==> src/design/obc_defs.svh <==
// Constants for the option-board controller: offsets, fields, resets, timing
`ifndef OBC_DEFS_SVH
`define OBC_DEFS_SVH

// ==================================================
// Clock and tick
`define OBC_CLK_MHZ        250
`define OBC_TICK_MS        100
`define OBC_TICK_CYCLES    (`OBC_TICK_MS * 1000 * `OBC_CLK_MHZ)
`define OBC_SEC_TICKS      (1000 / `OBC_TICK_MS)

// ==================================================
// Delay units in seconds, then in ticks
`define OBC_UNIT_START_S   1
`define OBC_UNIT_XFER_S    1
`define OBC_UNIT_RETR_S    180
`define OBC_UNIT_COOL_S    60
`define OBC_UNIT_EXER_S    300
`define OBC_LOADCTL_LO_S   300
`define OBC_LOADCTL_HI_S   600
`define OBC_TICKS(s)       (16'((s) * `OBC_SEC_TICKS))

// ==================================================
// Highest selector position, and positions when no board is used
`define OBC_POS_MAX        4'ha
`define OBC_FAC_START      4'h3
`define OBC_FAC_XFER       4'h3
`define OBC_FAC_RETR       4'h5
`define OBC_FAC_COOL       4'h5
`define OBC_FAC_EXER       4'h4

// ==================================================
// Panel timing in seconds, then in ticks and counts
`define OBC_HOLD_S         1
`define OBC_START_FAIL_S   120
`define OBC_CHIRP_PER_S    600
`define OBC_LAMP_S         2
`define OBC_SLOW_HALF      5'h0a
`define OBC_FAST_HALF      5'h05
`define OBC_BLINK_PER      5'h14
`define OBC_BEEPS_ONE      4'h4
`define OBC_BEEPS_THREE    4'hc
`define OBC_DB_TICKS       2'h3

// ==================================================
// Register map
`define OBC_REG_CTRL       12'h000
`define OBC_REG_STATUS     12'h004
`define OBC_CTRL_RESET     32'h0000_0003
`define OBC_CTRL_BOARD     0
`define OBC_CTRL_RTEST     1
`define OBC_ST_STATE_LO    0
`define OBC_ST_SILENCED    2
`define OBC_ST_STARTFAIL   3
`define OBC_ST_TWOWEEK     4
`define OBC_ST_LOADED      5
`define OBC_ST_TESTRUN     6

`endif

==> src/design/obc_pkg.sv <==
// Types shared by the option-board controller
package obc_pkg;
  // Remote test sequence
  typedef enum logic [1:0] {
    OBC_IDLE,
    OBC_STARTING,
    OBC_RUNNING,
    OBC_STOPPING
  } obc_test_t;
endpackage : obc_pkg

==> src/design/obc_debounce.sv <==
// Synchroniser and tick-based debouncer for switch and button inputs
`timescale 1ns/1ps
`include "obc_defs.svh"

module obc_debounce #(
  parameter int W = 8
) (
  input  wire logic         mclk,
  input  wire logic         rst,
  input  wire logic         tick,
  input  wire logic [W-1:0] din,
  output logic      [W-1:0] dout
);

  logic [W-1:0] sync1_ff;
  logic [W-1:0] sync2_ff;

  // ==================================================
  // Two-stage synchroniser
  always_ff @(posedge mclk) begin
    if (rst) begin
      sync1_ff <= '0;
      sync2_ff <= '0;
    end else begin
      sync1_ff <= din;
      sync2_ff <= sync1_ff;
    end
  end

  // ==================================================
  // Per-bit stability counter on the tick
  for (genvar i = 0; i < W; i++) begin : g_bit
    logic [1:0] cnt_ff;
    logic       out_ff;
    always_ff @(posedge mclk) begin
      if (rst) begin
        cnt_ff <= 2'h0;
        out_ff <= 1'b0;
      end else if (tick) begin
        if (sync2_ff[i] == out_ff) begin
          cnt_ff <= 2'h0;
        end else if (cnt_ff == `OBC_DB_TICKS) begin
          out_ff <= sync2_ff[i];
          cnt_ff <= 2'h0;
        end else begin
          cnt_ff <= cnt_ff + 2'h1;
        end
      end
    end
    assign dout[i] = out_ff;
  end

endmodule : obc_debounce

==> src/design/obc_ctrl.sv <==
// Option-board controller: delay selectors, mode switches, remote panel logic
`timescale 1ns/1ps
`include "obc_defs.svh"

module obc_ctrl #(
  parameter int TICK_CYCLES = `OBC_TICK_CYCLES
) (
  input  wire logic        mclk,
  input  wire logic        rst,
  // APB slave
  input  wire logic        psel,
  input  wire logic        penable,
  input  wire logic        pwrite,
  input  wire logic [11:0] paddr,
  input  wire logic [31:0] pwdata,
  output logic      [31:0] prdata,
  output logic             pready,
  output logic             pslverr,
  // Board switches
  input  wire logic [3:0]  sel_cooldown,
  input  wire logic [3:0]  sel_start,
  input  wire logic [3:0]  sel_xfer,
  input  wire logic [3:0]  sel_retransfer,
  input  wire logic [3:0]  sel_exercise,
  input  wire logic [4:0]  cfg_sw,
  // Remote alarm panel buttons
  input  wire logic        remote_test_in,
  input  wire logic        silence_btn,
  // Controller status
  input  wire logic        utility_avail,
  input  wire logic        gen_running,
  input  wire logic        load_on_gen,
  input  wire logic        silent_mode,
  input  wire logic        system_fault,
  input  wire logic        panel_batt_low,
  input  wire logic        exercise_done,
  // Delay and mode outputs, in ticks
  output logic      [15:0] dly_engine_start,
  output logic      [15:0] dly_xfer_to_emerg,
  output logic      [15:0] dly_retransfer,
  output logic      [15:0] dly_cooldown,
  output logic      [15:0] dly_exercise_run,
  output logic      [15:0] dly_load_control,
  output logic             exercise_two_week,
  output logic             exercise_loaded,
  output logic             test_run,
  output logic             test_transfer,
  // Remote alarm panel and local horn
  output logic             generator_supply_indicator,
  output logic             fault_indicator,
  output logic             remote_horn,
  output logic             local_horn,
  output logic             alarm_silenced
);

  localparam logic [15:0] HOLD_T  = `OBC_TICKS(`OBC_HOLD_S);
  localparam logic [15:0] FAIL_T  = `OBC_TICKS(`OBC_START_FAIL_S);
  localparam logic [15:0] CHIRP_T = `OBC_TICKS(`OBC_CHIRP_PER_S);
  localparam logic [15:0] LAMP_T  = `OBC_TICKS(`OBC_LAMP_S);

  logic [31:0]          div_ff;
  logic                 tick;
  logic [27:0]          sw_db;
  logic [31:0]          ctrl_ff;
  logic [31:0]          prdata_ff;
  obc_pkg::obc_test_t   state_ff;
  obc_pkg::obc_test_t   nxt_state;
  logic                 test_db_q_ff;
  logic                 sil_db_q_ff;
  logic [15:0]          hold_ff;
  logic                 ev_start;
  logic                 ev_stop;
  logic [15:0]          fail_cnt_ff;
  logic                 start_fail_ff;
  logic                 first_ex_ff;
  logic                 two_week_ff;
  logic                 silenced_ff;
  logic [15:0]          lamp_ff;
  logic [4:0]           blink_ff;
  logic [15:0]          chirp_cnt_ff;
  logic [3:0]           beep_ff;
  logic                 fault_on;
  logic                 remote_chirp;
  logic                 board_use;
  logic                 test_db;
  logic                 sil_db;
  logic                 apb_hit;

  // Scale a selector position by its unit
  function automatic logic [15:0] obc_scale(input logic [3:0] pos, input logic [15:0] unit);
    logic [3:0] p;
    p = (pos == 4'h0 || pos > `OBC_POS_MAX) ? `OBC_POS_MAX : pos;
    obc_scale = 16'({12'h000, p} * unit);
  endfunction : obc_scale

  // ==================================================
  // System tick divider
  always_ff @(posedge mclk) begin
    if (rst) begin
      div_ff <= 32'h0;
    end else if (div_ff >= 32'(TICK_CYCLES - 1)) begin
      div_ff <= 32'h0;
    end else begin
      div_ff <= div_ff + 32'h1;
    end
  end
  assign tick = (div_ff >= 32'(TICK_CYCLES - 1));

  // ==================================================
  // Input conditioning
  obc_debounce #(.W(28)) u_db (
    .mclk (mclk),
    .rst  (rst),
    .tick (tick),
    .din  ({silence_btn, remote_test_in, sel_cooldown, sel_start, sel_xfer,
            sel_retransfer, sel_exercise, cfg_sw, 1'b0}),
    .dout (sw_db)
  );
  assign sil_db    = sw_db[27];
  assign test_db   = sw_db[26] & ctrl_ff[`OBC_CTRL_RTEST];
  assign board_use = ctrl_ff[`OBC_CTRL_BOARD];

  // ==================================================
  // APB slave, zero wait states
  assign apb_hit = (paddr == `OBC_REG_CTRL) || (paddr == `OBC_REG_STATUS);
  assign pready  = 1'b1;
  assign pslverr = psel & penable & ~apb_hit;
  assign prdata  = prdata_ff;

  // Control register write
  always_ff @(posedge mclk) begin
    if (rst) begin
      ctrl_ff <= `OBC_CTRL_RESET;
    end else if (psel && penable && pwrite && paddr == `OBC_REG_CTRL) begin
      ctrl_ff <= {30'h0, pwdata[1:0]};
    end
  end

  // Read data captured in the setup cycle
  always_ff @(posedge mclk) begin
    if (rst) begin
      prdata_ff <= 32'h0;
    end else if (psel && !penable && !pwrite) begin
      case (paddr)
        `OBC_REG_CTRL:   prdata_ff <= ctrl_ff;
        `OBC_REG_STATUS: prdata_ff <= {25'h0, test_run, exercise_loaded, two_week_ff,
                                       start_fail_ff, silenced_ff, state_ff};
        default:         prdata_ff <= 32'h0;
      endcase
    end
  end

  // ==================================================
  // Delay values from selectors or factory positions
  always_ff @(posedge mclk) begin
    if (rst) begin
      dly_engine_start  <= 16'h0;
      dly_xfer_to_emerg <= 16'h0;
      dly_retransfer    <= 16'h0;
      dly_cooldown      <= 16'h0;
      dly_exercise_run  <= 16'h0;
      dly_load_control  <= 16'h0;
    end else begin
      dly_engine_start  <= obc_scale(board_use ? sw_db[21:18] : `OBC_FAC_START,
                                     `OBC_TICKS(`OBC_UNIT_START_S));
      dly_xfer_to_emerg <= obc_scale(board_use ? sw_db[17:14] : `OBC_FAC_XFER,
                                     `OBC_TICKS(`OBC_UNIT_XFER_S));
      dly_retransfer    <= obc_scale(board_use ? sw_db[13:10] : `OBC_FAC_RETR,
                                     `OBC_TICKS(`OBC_UNIT_RETR_S));
      dly_cooldown      <= obc_scale(board_use ? sw_db[25:22] : `OBC_FAC_COOL,
                                     `OBC_TICKS(`OBC_UNIT_COOL_S));
      dly_exercise_run  <= obc_scale(board_use ? sw_db[9:6] : `OBC_FAC_EXER,
                                     `OBC_TICKS(`OBC_UNIT_EXER_S));
      dly_load_control  <= (board_use && sw_db[4]) ? `OBC_TICKS(`OBC_LOADCTL_HI_S)
                                                   : `OBC_TICKS(`OBC_LOADCTL_LO_S);
    end
  end

  // ==================================================
  // Exercise interval and loading
  always_ff @(posedge mclk) begin
    if (rst) begin
      first_ex_ff <= 1'b1;
      two_week_ff <= 1'b0;
    end else begin
      if (exercise_done) begin
        first_ex_ff <= 1'b0;
      end
      if (exercise_done || first_ex_ff) begin
        two_week_ff <= board_use & sw_db[1];
      end
    end
  end
  assign exercise_two_week = two_week_ff;
  assign exercise_loaded   = board_use & sw_db[2] & ~first_ex_ff;

  // ==================================================
  // Test button edges and hold time
  always_ff @(posedge mclk) begin
    if (rst) begin
      test_db_q_ff <= 1'b0;
      sil_db_q_ff  <= 1'b0;
      hold_ff      <= 16'h0;
    end else begin
      test_db_q_ff <= test_db;
      sil_db_q_ff  <= sil_db;
      if (!test_db) begin
        hold_ff <= 16'h0;
      end else if (tick && hold_ff < HOLD_T) begin
        hold_ff <= hold_ff + 16'h1;
      end
    end
  end

  // Start and stop events per test mode
  always_comb begin
    ev_start = 1'b0;
    ev_stop  = 1'b0;
    if (sw_db[3]) begin
      ev_start = test_db & ~test_db_q_ff;
      ev_stop  = ~test_db & test_db_q_ff;
    end else if (!test_db && test_db_q_ff && hold_ff >= HOLD_T) begin
      ev_start = 1'b1;
      ev_stop  = 1'b1;
    end
  end

  // ==================================================
  // Remote test sequence
  always_comb begin
    nxt_state = state_ff;
    case (state_ff)
      obc_pkg::OBC_IDLE: begin
        if (ev_start) begin
          nxt_state = obc_pkg::OBC_STARTING;
        end
      end
      obc_pkg::OBC_STARTING: begin
        if (ev_stop && utility_avail) begin
          nxt_state = obc_pkg::OBC_STOPPING;
        end else if (gen_running && load_on_gen) begin
          nxt_state = obc_pkg::OBC_RUNNING;
        end
      end
      obc_pkg::OBC_RUNNING: begin
        if (ev_stop && utility_avail) begin
          nxt_state = obc_pkg::OBC_STOPPING;
        end
      end
      obc_pkg::OBC_STOPPING: begin
        if (!gen_running) begin
          nxt_state = obc_pkg::OBC_IDLE;
        end
      end
      default: nxt_state = obc_pkg::OBC_IDLE;
    endcase
  end

  always_ff @(posedge mclk) begin
    if (rst) begin
      state_ff <= obc_pkg::OBC_IDLE;
    end else begin
      state_ff <= nxt_state;
    end
  end
  assign test_run      = (state_ff == obc_pkg::OBC_STARTING) ||
                         (state_ff == obc_pkg::OBC_RUNNING);
  assign test_transfer = test_run;

  // ==================================================
  // Start timeout watch
  always_ff @(posedge mclk) begin
    if (rst) begin
      fail_cnt_ff   <= 16'h0;
      start_fail_ff <= 1'b0;
    end else if (state_ff != obc_pkg::OBC_STARTING) begin
      fail_cnt_ff   <= 16'h0;
      start_fail_ff <= 1'b0;
    end else if (tick) begin
      if (fail_cnt_ff >= FAIL_T - 16'h1) begin
        start_fail_ff <= 1'b1;
      end else begin
        fail_cnt_ff <= fail_cnt_ff + 16'h1;
      end
    end
  end

  // ==================================================
  // Silence toggle and lamp test
  always_ff @(posedge mclk) begin
    if (rst) begin
      silenced_ff <= 1'b0;
      lamp_ff     <= 16'h0;
    end else if (sil_db && !sil_db_q_ff) begin
      silenced_ff <= ~silenced_ff;
      lamp_ff     <= LAMP_T;
    end else if (tick && lamp_ff != 16'h0) begin
      lamp_ff <= lamp_ff - 16'h1;
    end
  end
  assign alarm_silenced = silenced_ff;

  // ==================================================
  // Flash phase counter
  always_ff @(posedge mclk) begin
    if (rst) begin
      blink_ff <= 5'h0;
    end else if (tick) begin
      blink_ff <= (blink_ff >= `OBC_BLINK_PER - 5'h1) ? 5'h0 : blink_ff + 5'h1;
    end
  end

  // Indicator drive with lamp test override
  always_comb begin
    if (lamp_ff != 16'h0) begin
      generator_supply_indicator = 1'b1;
    end else if (state_ff == obc_pkg::OBC_STARTING || state_ff == obc_pkg::OBC_STOPPING) begin
      generator_supply_indicator = blink_ff < `OBC_SLOW_HALF;
    end else if (load_on_gen && silent_mode) begin
      generator_supply_indicator = (blink_ff < `OBC_FAST_HALF) ||
                                   (blink_ff >= `OBC_SLOW_HALF &&
                                    blink_ff < `OBC_SLOW_HALF + `OBC_FAST_HALF);
    end else begin
      generator_supply_indicator = load_on_gen & gen_running;
    end
  end

  assign fault_on = system_fault | panel_batt_low;
  always_comb begin
    if (lamp_ff != 16'h0 || fault_on) begin
      fault_indicator = 1'b1;
    end else begin
      fault_indicator = start_fail_ff & (blink_ff < `OBC_SLOW_HALF);
    end
  end

  // ==================================================
  // Chirp period and beep sequencer
  assign remote_chirp = (state_ff == obc_pkg::OBC_RUNNING) && gen_running;
  always_ff @(posedge mclk) begin
    if (rst) begin
      chirp_cnt_ff <= 16'h0;
      beep_ff      <= 4'h0;
    end else if (!fault_on && !remote_chirp) begin
      chirp_cnt_ff <= 16'h0;
      beep_ff      <= 4'h0;
    end else if (tick) begin
      if (chirp_cnt_ff == 16'h0) begin
        beep_ff <= fault_on ? `OBC_BEEPS_THREE : `OBC_BEEPS_ONE;
      end else if (beep_ff != 4'h0) begin
        beep_ff <= beep_ff - 4'h1;
      end
      chirp_cnt_ff <= (chirp_cnt_ff >= CHIRP_T - 16'h1) ? 16'h0 : chirp_cnt_ff + 16'h1;
    end
  end
  assign remote_horn = beep_ff[1] & ~silenced_ff;
  assign local_horn  = fault_on & board_use & sw_db[5] & ~silenced_ff;

endmodule : obc_ctrl

==> config.mk <==
export PLATFORM = sky130hd
export DESIGN_NAME = obc_ctrl
export DESIGN_NICKNAME = d
export VERILOG_FILES = /design/src/design/obc_pkg.sv /design/src/design/obc_debounce.sv /design/src/design/obc_ctrl.sv
export VERILOG_INCLUDE_DIRS = /design/src /design/src/design
export SDC_FILE = /design/constraint.sdc
export NUM_CORES = 1
export LEC_CHECK = 0
export BUFFER_PORTS_ARGS = -buffer_cell sky130_fd_sc_hd__buf_2
export CAP_MARGIN = 25
export CORE_ASPECT_RATIO = 1.25
export CORE_MARGIN = 3
export CORE_UTILIZATION = 47
export DETAILED_ROUTE_END_ITERATION = 8
export GPL_ROUTABILITY_DRIVEN = 1
export PLACE_DENSITY = 0.71
export SLEW_MARGIN = 15
export SYNTH_ARGS = -nofsm -noshare
export SYNTH_HDL_FRONTEND = slang
export SYNTH_SLANG_ARGS = --single-unit
==> constraint.sdc <==
create_clock -name mclk -period 3.4 [get_ports mclk]
set_clock_uncertainty 0.1 [all_clocks]
set_input_delay 0 -clock mclk [delete_from_list [all_inputs] [get_ports mclk]]
set_output_delay 0 -clock mclk [all_outputs]
set_load 0.1 [all_outputs]
==> results of run 1 <==
-- stage by stage --
step	cell area [um^2]	worst slack (ns)	power, W
2_1_floorplan	15030	0.03951	0.005128
3_3_place_gp	15540	0.1444	0.005264
3_5_place_dp	15540	0.05888	0.005291
4_1_cts	17250	0.02727	0.009352
5_1_grt	17290	-0.01200	0.009622
6_report	17290	0.1110	0.009279
-- power by group through the flow --
| stage | sequential (W) | combinational (W) | clock, W |
|---|---|---|---|
| finish | 0.00388 | 0.00138 | 0.00402 |
| CTS | 0.00388 | 0.00138 | 0.00410 |
| detailed placement | 0.00395 | 0.00134 | 0 |
| global placement | 0.00395 | 0.00131 | 0 |
| global route | 0.00389 | 0.00149 | 0.00423 |
| floorplan | 0.00406 | 0.00107 | 0 |
-- logic make-up (layout without fill, tap and decap cells) --
| group | after synthesis | after routing | share of synthesized area |
|---|---|---|---|
| simple gates | 552 | 552 | 0.2097 |
| compound gates | 343 | 343 | 0.1431 |
| flops | 308 | 308 | 0.4177 |
| buf+inv | 247 | 351 | 0.08458 |
| fa+ha+maj | 103 | 103 | 0.09221 |
| xor+xnor | 64 | 64 | 0.03797 |
| mux | 21 | 21 | 0.01432 |
| other cells | 2 | 74 | 0.0005087 |
-- registers in the layout (all words and copies together), names as in the netlist, 2 cells and up --
signal,cells
u_db.g_bit.cnt_ff,54
div_ff,32
u_db.g_bit.out_ff,27
u_db.sync1_ff,27
u_db.sync2_ff,27
chirp_cnt_ff,16
fail_cnt_ff,16
hold_ff,16
lamp_ff,16
dly_exercise_run,13
dly_cooldown,11
dly_retransfer,10
dly_engine_start,7
dly_xfer_to_emerg,7
prdata,7
blink_ff,5
beep_ff,4
dly_load_control,3
ctrl_ff,2
state_ff,2
-- area by class of cell --
class                      instances  area (um^2)
timing repair buffer             207         1420
sequential                       308         6171
clock inverter                    13        236.5
antenna                            2        5.005
clock buffer                      47         1002
multi-input combinational       1155         7640
tap                              401        501.7
inverter                          84        315.3
fill                            2699        13270
-- per-layer routing --
layer | GRT usage | vias up | share of wire
met3 | 0.02879 | 53 | 0.048
met2 | 0.3452 | 307 | 0.51
met1 | 0.2368 | 5774 | 0.41
li1 | - | 5997 | -
met4 | 0.07192 | 0 | 0.028
met5 | 0 | - | 0
-- worst reg2reg max path, stage by stage, from the launching register on --
cell and delay [ns]:
dfxtp_2 0.40, inv_1 0.10, ha_1 0.31, a21boi_0 0.19, o211ai_1 0.18, o211ai_1 0.17
or4_1 0.53, dlygate4sd3_1 0.57, a21oi_1 0.14, dlygate4sd3_1 0.55
-- timing repair --
| action | in CTS | in global routing |
|---|---|---|
| setup endpoints to repair | 0 | 7 |
| setup buffers | 0 | 2 |
| hold endpoints to repair | 85 | 0 |
| resized for setup | 0 | 8 |
| hold buffers | 47 | 0 |
-- path summary, 6_finish.rpt --
| path | depth (start not counted) | slack, ns | to | from |
|---|---|---|---|---|
| worst min register to register | 1 | 0.33 | u_db.sync2_ff[19] | u_db.sync1_ff[19] |
| worst max-delay path | 9 | 0.11 | state_ff[0] | state_ff[1] |
| worst max register to register | 9 | 0.11 | state_ff[0] | state_ff[1] |
| worst min-delay path | 5 | 0.04 | chirp_cnt_ff[4] | panel_batt_low |
-- placed cells by master (no fill, tap or decap), types with 30 or more instances in the layout --
cell             n
clkbuf_16       36
o21ai_0         83
dlygate4sd3_1   47
nor2_1          95
conb_1          72
xnor2_1         34
dfxtp_1        304
ha_1            92
a21oi_1        127
inv_1           82
o31ai_1         42
xor2_1          30
nor2b_1         71
nand4_1         66
nand3_1         49
nor3_1          48
buf_2          127
nand2_1         63
==> results by group, run 1 <==
Logic synthesis
  • Synth async-reset ratio: 0
  • Most common flop cell mapped by yosys: dfxtp_1
  • Post-synth top area share: 0.4177
  • Top-count cell post-synth: dfxtp_1
  • Synth top area cells: dfxtp_1 42%, ha_1 7.8%, a21oi_1 4.3%, buf_4 3.9%, nor2b_1 3.0%
  • Ys Warns: 0
  • Post-synth EDFFs: 0
  • Commonest cells post-synth: 308 x dfxtp_1, 128 x a21oi_1, 96 x nor2_1
  • Mapped Cells: about 1600
  • Register bit total from synthesis: around 310
  • Post-synthesis cell type count: 81
  • Post-Syn Area: around 15000 um^2
  • Post-synthesis sequential area ratio: 0.4177
  • Syn Area/Cell: 9.002 um^2
  • Cell type with the largest total area after synthesis: dfxtp_1

Timing
  • # setup viols final: 0
  • Post-route minimum period: 3.289 ns
  • Fin crit share: 0.9674
  • Worst-margin pin slew: slightly below 0.9 ns
  • Slew margin rel.: 0.4076
  • Final slew viol count: 0
  • Max frequency: 304.0 MHz
  • Fin. Hold Viols: 0
  • Final setup TNS: 0 ns
  • Hold slack: 0.04389 ns

Pwr
  • PwrDens: 536.6 nW/um^2
  • Sw power: 0.002565 W
  • Part of the power in registers: 0.418
  • Leak: 7.282 nW
  • Gate power share: 0.149
  • Net Sw Frac: 0.2764
  • Int Power: 0.006714 W
  • Clk network pwr share: 0.433
  • Maximum VDD drop: 0.0004230 V

Clock network
  • Num CTS Buffers: 35
  • CTS root buffer: clkbuf_16
  • Clock Path Buffers: 3
  • Clk Latency, worst-skew pair: between 0.5 and 0.6 ns
  • CTS tree: done
  • H-tree depth: 2
  • Clock slew at the register clock pins of the worst setup and hold paths: 0.06 ns
  • Clock Sinks: 308

Setup path
  • Crit path max-delay family: buffers and inverters
  • Critical path launch point type: flop
  • Worst setup EP type: flop
  • CP max stage cell: dlygate4sd3_1
  • Setup Crit Path Kind: flop to flop
  • Crit path DAT: approximately 3.7 ns
  • Max incr delay on CP: roughly 0.57 ns
  • Req. time, crit path: 3.76 ns
  • CP max FO: 10
  • Crit path buf inv count: 3
  • Chain of cells forming the critical path: inv_1, ha_1, a21boi_0, o211ai_1, o211ai_1, or4_1, dlygate4sd3_1, a21oi_1, dlygate4sd3_1

Place
  • Placed cell count: 2106
  • Port Buffer Count: 128
  • Final GP Congestion: 0.8768
  • Final HPWL DP: 22.45 mm

Routing
  • Via/cell ratio: 5.472
  • DRT antenna net count: 0
  • Pre-antenna DRT Iters: 5
  • Total wire length: ~34 mm
  • Residual DRC count: 0
  • DR iter-0 viols: 899
  • DR vias: 12130
  • Wire length per cell: 15.21 um

Floorplanning
  • Core Region: 30560 um^2
  • Row count: 71
  • Die Wd: between 150 and 200 um
  • Starting Density: 0.4831
  • I/O pin count: 222
  • Area of the die: 33590 um^2
  • DIE HEIGHT: 204.2 um

GRT
  • Total GRT Usage: 0.1945
  • First-pass GRT wire length: 55.14 mm
  • GR Overflow Total: 0
  • Initial antenna violation count: 2
  • Largest net degree at the start of global routing: 147
  • Vias in the first global route: roughly 12000

Layout
  • Layout area overhead: 17.13%
  • Post-layout util: 0.5658
  • Nets: 1976
  • Share of cells above drive strength 1: 0.1362
  • Final Non-Filler Cells: approximately 2200

Hold path
  • HP Class: input port to flop

Flow run
  • Max Cap Violations: 0

Run status
  • Outcome: finished clean
Note: power is estimated with default switching activity, not from simulation.
==> inputs of run 2 (changes only) <==
--- a/config.mk
+++ b/config.mk
@@ -10,10 +10,10 @@
 export CAP_MARGIN = 25
 export CORE_ASPECT_RATIO = 1.25
 export CORE_MARGIN = 3
-export CORE_UTILIZATION = 47
+export CORE_UTILIZATION = 35
 export DETAILED_ROUTE_END_ITERATION = 8
 export GPL_ROUTABILITY_DRIVEN = 1
-export PLACE_DENSITY = 0.71
+export PLACE_DENSITY = 0.56
 export SLEW_MARGIN = 15
 export SYNTH_ARGS = -nofsm -noshare
 export SYNTH_HDL_FRONTEND = slang
==> results by group, run 2 (synthesis results as in run 1) <==
Place
  • Final GP Congestion: about 0.80
  • Final HPWL DP: 23.75 mm
  • Post-DP Area: 15780 um^2
  • Port Buffer Count: 128

Layout
  • Post-layout util: 0.4229
  • Finished Cell Area: 17480 um^2
  • Regs by FF count: u_db.g_bit.cnt_ff (54), div_ff (32)
  • Share of cells above drive strength 1: 0.1377
  • Layout area overhead: 18.41%
  • Max reg flops: between 50 and 60
  • Most frequent cells in the layout: 306 x dfxtp_1, 127 x a21oi_1, 127 x buf_2
  • Most common cell after layout, fill and taps aside: dfxtp_1
  • Most flops, register: u_db.g_bit.cnt_ff
  • # diodes: 0
  • Nets: 1992

Clock network
  • Clock Sinks: ~300
  • Clk Latency, worst-skew pair: 0.53 ns
  • Clock slew at the register clock pins of the worst setup and hold paths: 0.06 ns
  • H-tree depth: 2
  • CTS root buffer: clkbuf_16
  • Clock Path Buffers: 3
  • Num CTS Buffers: 35
  • CTS tree: done

Routing
  • DR iter-0 viols: ~600
  • Pre-antenna DRT Iters: 7
  • DR vias: 12080
  • Via/cell ratio: 5.071
  • Wire length per cell: 14.72 um
  • Total wire length: 35.07 mm
  • DRT antenna net count: 0
  • Residual DRC count: 0

Setup path
  • Crit path DAT: ~3.6 ns
  • CP max FO: 6
  • Reg2reg end: dly_exercise_run[14]
  • Req. time, crit path: 3.77 ns
  • Critical path launch point type: flop
  • Crit path max-delay family: adder cells
  • Flop2flop setup slack: 0.15 ns
  • FF-to-FF Start: u_db.g_bit[8].out_ff
  • Max incr delay on CP: 0.48 ns
  • Top cell by count, worst path: inv_1
  • Worst R2R Path Depth: 14
  • Crit path buf inv count: 3
  • Launch point of the worst path: u_db.g_bit[8].out_ff
  • Chain of cells forming the critical path: nor3_1, o21ai_1, and3_1, inv_1, ha_1, inv_1, fa_1, inv_1, ha_1, a21o_1, or3_1, a311o_1, a211o_1, nand2_1
  • Setup Crit Path Kind: flop to flop
  • Levels on crit path: 14
  • Worst setup EP type: flop
  • CP max stage cell: fa_1
  • Critical path endpoint: dly_exercise_run[14]

GRT
  • GR Overflow Total: 0
  • Largest net degree at the start of global routing: 91
  • First-pass GRT wire length: between 50 and 60 mm
  • Initial antenna violation count: 0
  • Vias in the first global route: about 12000
  • Total GRT Usage: 0.1549

Timing
  • Fin crit share: 0.9557
  • Hold slack: about 0.038 ns
  • Slew margin rel.: 0.4498
  • Max frequency: 307.7 MHz
  • Fin. Hold Viols: 0
  • # setup viols final: 0
  • Post-route minimum period: between 3 and 4 ns
  • Worst-margin pin slew: between 0.8 and 0.9 ns
  • Final setup TNS: 0 ns
  • Final slew viol count: 0

Floorplanning
  • Die Wd: approximately 190 um
  • Row count: a little over 80
  • I/O pin count: 222
  • Area of the die: 44700 um^2
  • Core Region: 41330 um^2
  • DIE HEIGHT: 235.6 um
  • Starting Density: 0.3572

Pwr
  • Maximum VDD drop: 0.0004547 V
  • Sw power: 0.002556 W
  • Net Sw Frac: 0.2843
  • Pwr Total: 0.008991 W
  • Part of the power in registers: 0.431
  • Leak: approximately 7.3 nW
  • Clk network pwr share: 0.415
  • Int Power: 0.006435 W
  • PwrDens: 514.4 nW/um^2
  • Gate power share: 0.154

Run status
  • Outcome: finished clean

Flow run
  • Max Cap Violations: 0

Hold path
  • HP Class: input port to flop
## run 2: timing repair
item / CTS / global route
gates resized for setup: 0 / 8
buffers inserted: 0 / 2
hold buffers: 53 / 0
setup endpoints to repair: 0 / 8
endpoints found under the hold margin: 113 / 0
## run 2: stage by stage
stage,std cells,worst slack (ns)
2_1_floorplan,1710,0.03951
3_3_place_gp,2266,0.1131
3_5_place_dp,2266,0.06351
4_1_cts,2379,0.04864
5_1_grt,2382,-0.05077
6_report,2382,0.1505
## run 2: per-layer routing
layer	GRT usage	share of wire	vias to the layer above	wire [um]
li1	-	-	6025	-
met2	0.2729	0.50	250	17500
met4	0.05760	0.029	0	1011
met5	0	0	-	0
met1	0.1892	0.43	5744	15100
met3	0.02502	0.042	61	1461
## run 2: area by class of cell
cell class | count | area [um^2]
clock inverters | 9 | 98.84
inverters | 84 | 315.3
repair buffers | 223 | 1534
clock buffers | 51 | 1028
fillers | 4129 | 23850
flip-flops and latches | 308 | 6168
well taps | 552 | 690.7
multi-input cells | 1155 | 7645
## run 2: worst min path at each step
| stage | startpoint | end | slack, ns | cells past startpoint |
|---|---|---|---|---|
| 2_1_floorplan | exercise_done | first_ex_ff | 0.0004 | 1 |
| 3_3_place_gp | sel_start[0] | u_db.sync1_ff[18] | 0.11 | 2 |
| 3_5_place_dp | sel_retransfer[1] | u_db.sync1_ff[11] | 0.11 | 2 |
| 4_1_cts | penable | prdata[3] | 0.008 | 4 |
| 5_1_grt | panel_batt_low | chirp_cnt_ff[4] | 0.05 | 5 |
| 6_report | panel_batt_low | chirp_cnt_ff[2] | 0.04 | 5 |
## run 2: worst reg2reg max path: cells and delay by family, from the launching register on
kind | cells | cell delay (ns)
AO/OA/AOI/OAI | 4 | 0.85
adder cells (fa/ha/maj) | 3 | 0.93
buffers and inverters | 3 | 0.17
flip-flops | 1 | 0.35
AND/OR/NAND/NOR | 4 | 0.79
## run 2: power groups by stage
stage / combinational, W / clock (W) / sequential [W]
2_1_floorplan: 0.00107 / 0 / 0.00406
3_3_place_gp: 0.00133 / 0 / 0.00395
3_5_place_dp: 0.00134 / 0 / 0.00395
4_1_cts: 0.00139 / 0.00385 / 0.00388
5_1_grt: 0.00150 / 0.00398 / 0.00390
6_report: 0.00139 / 0.00373 / 0.00388
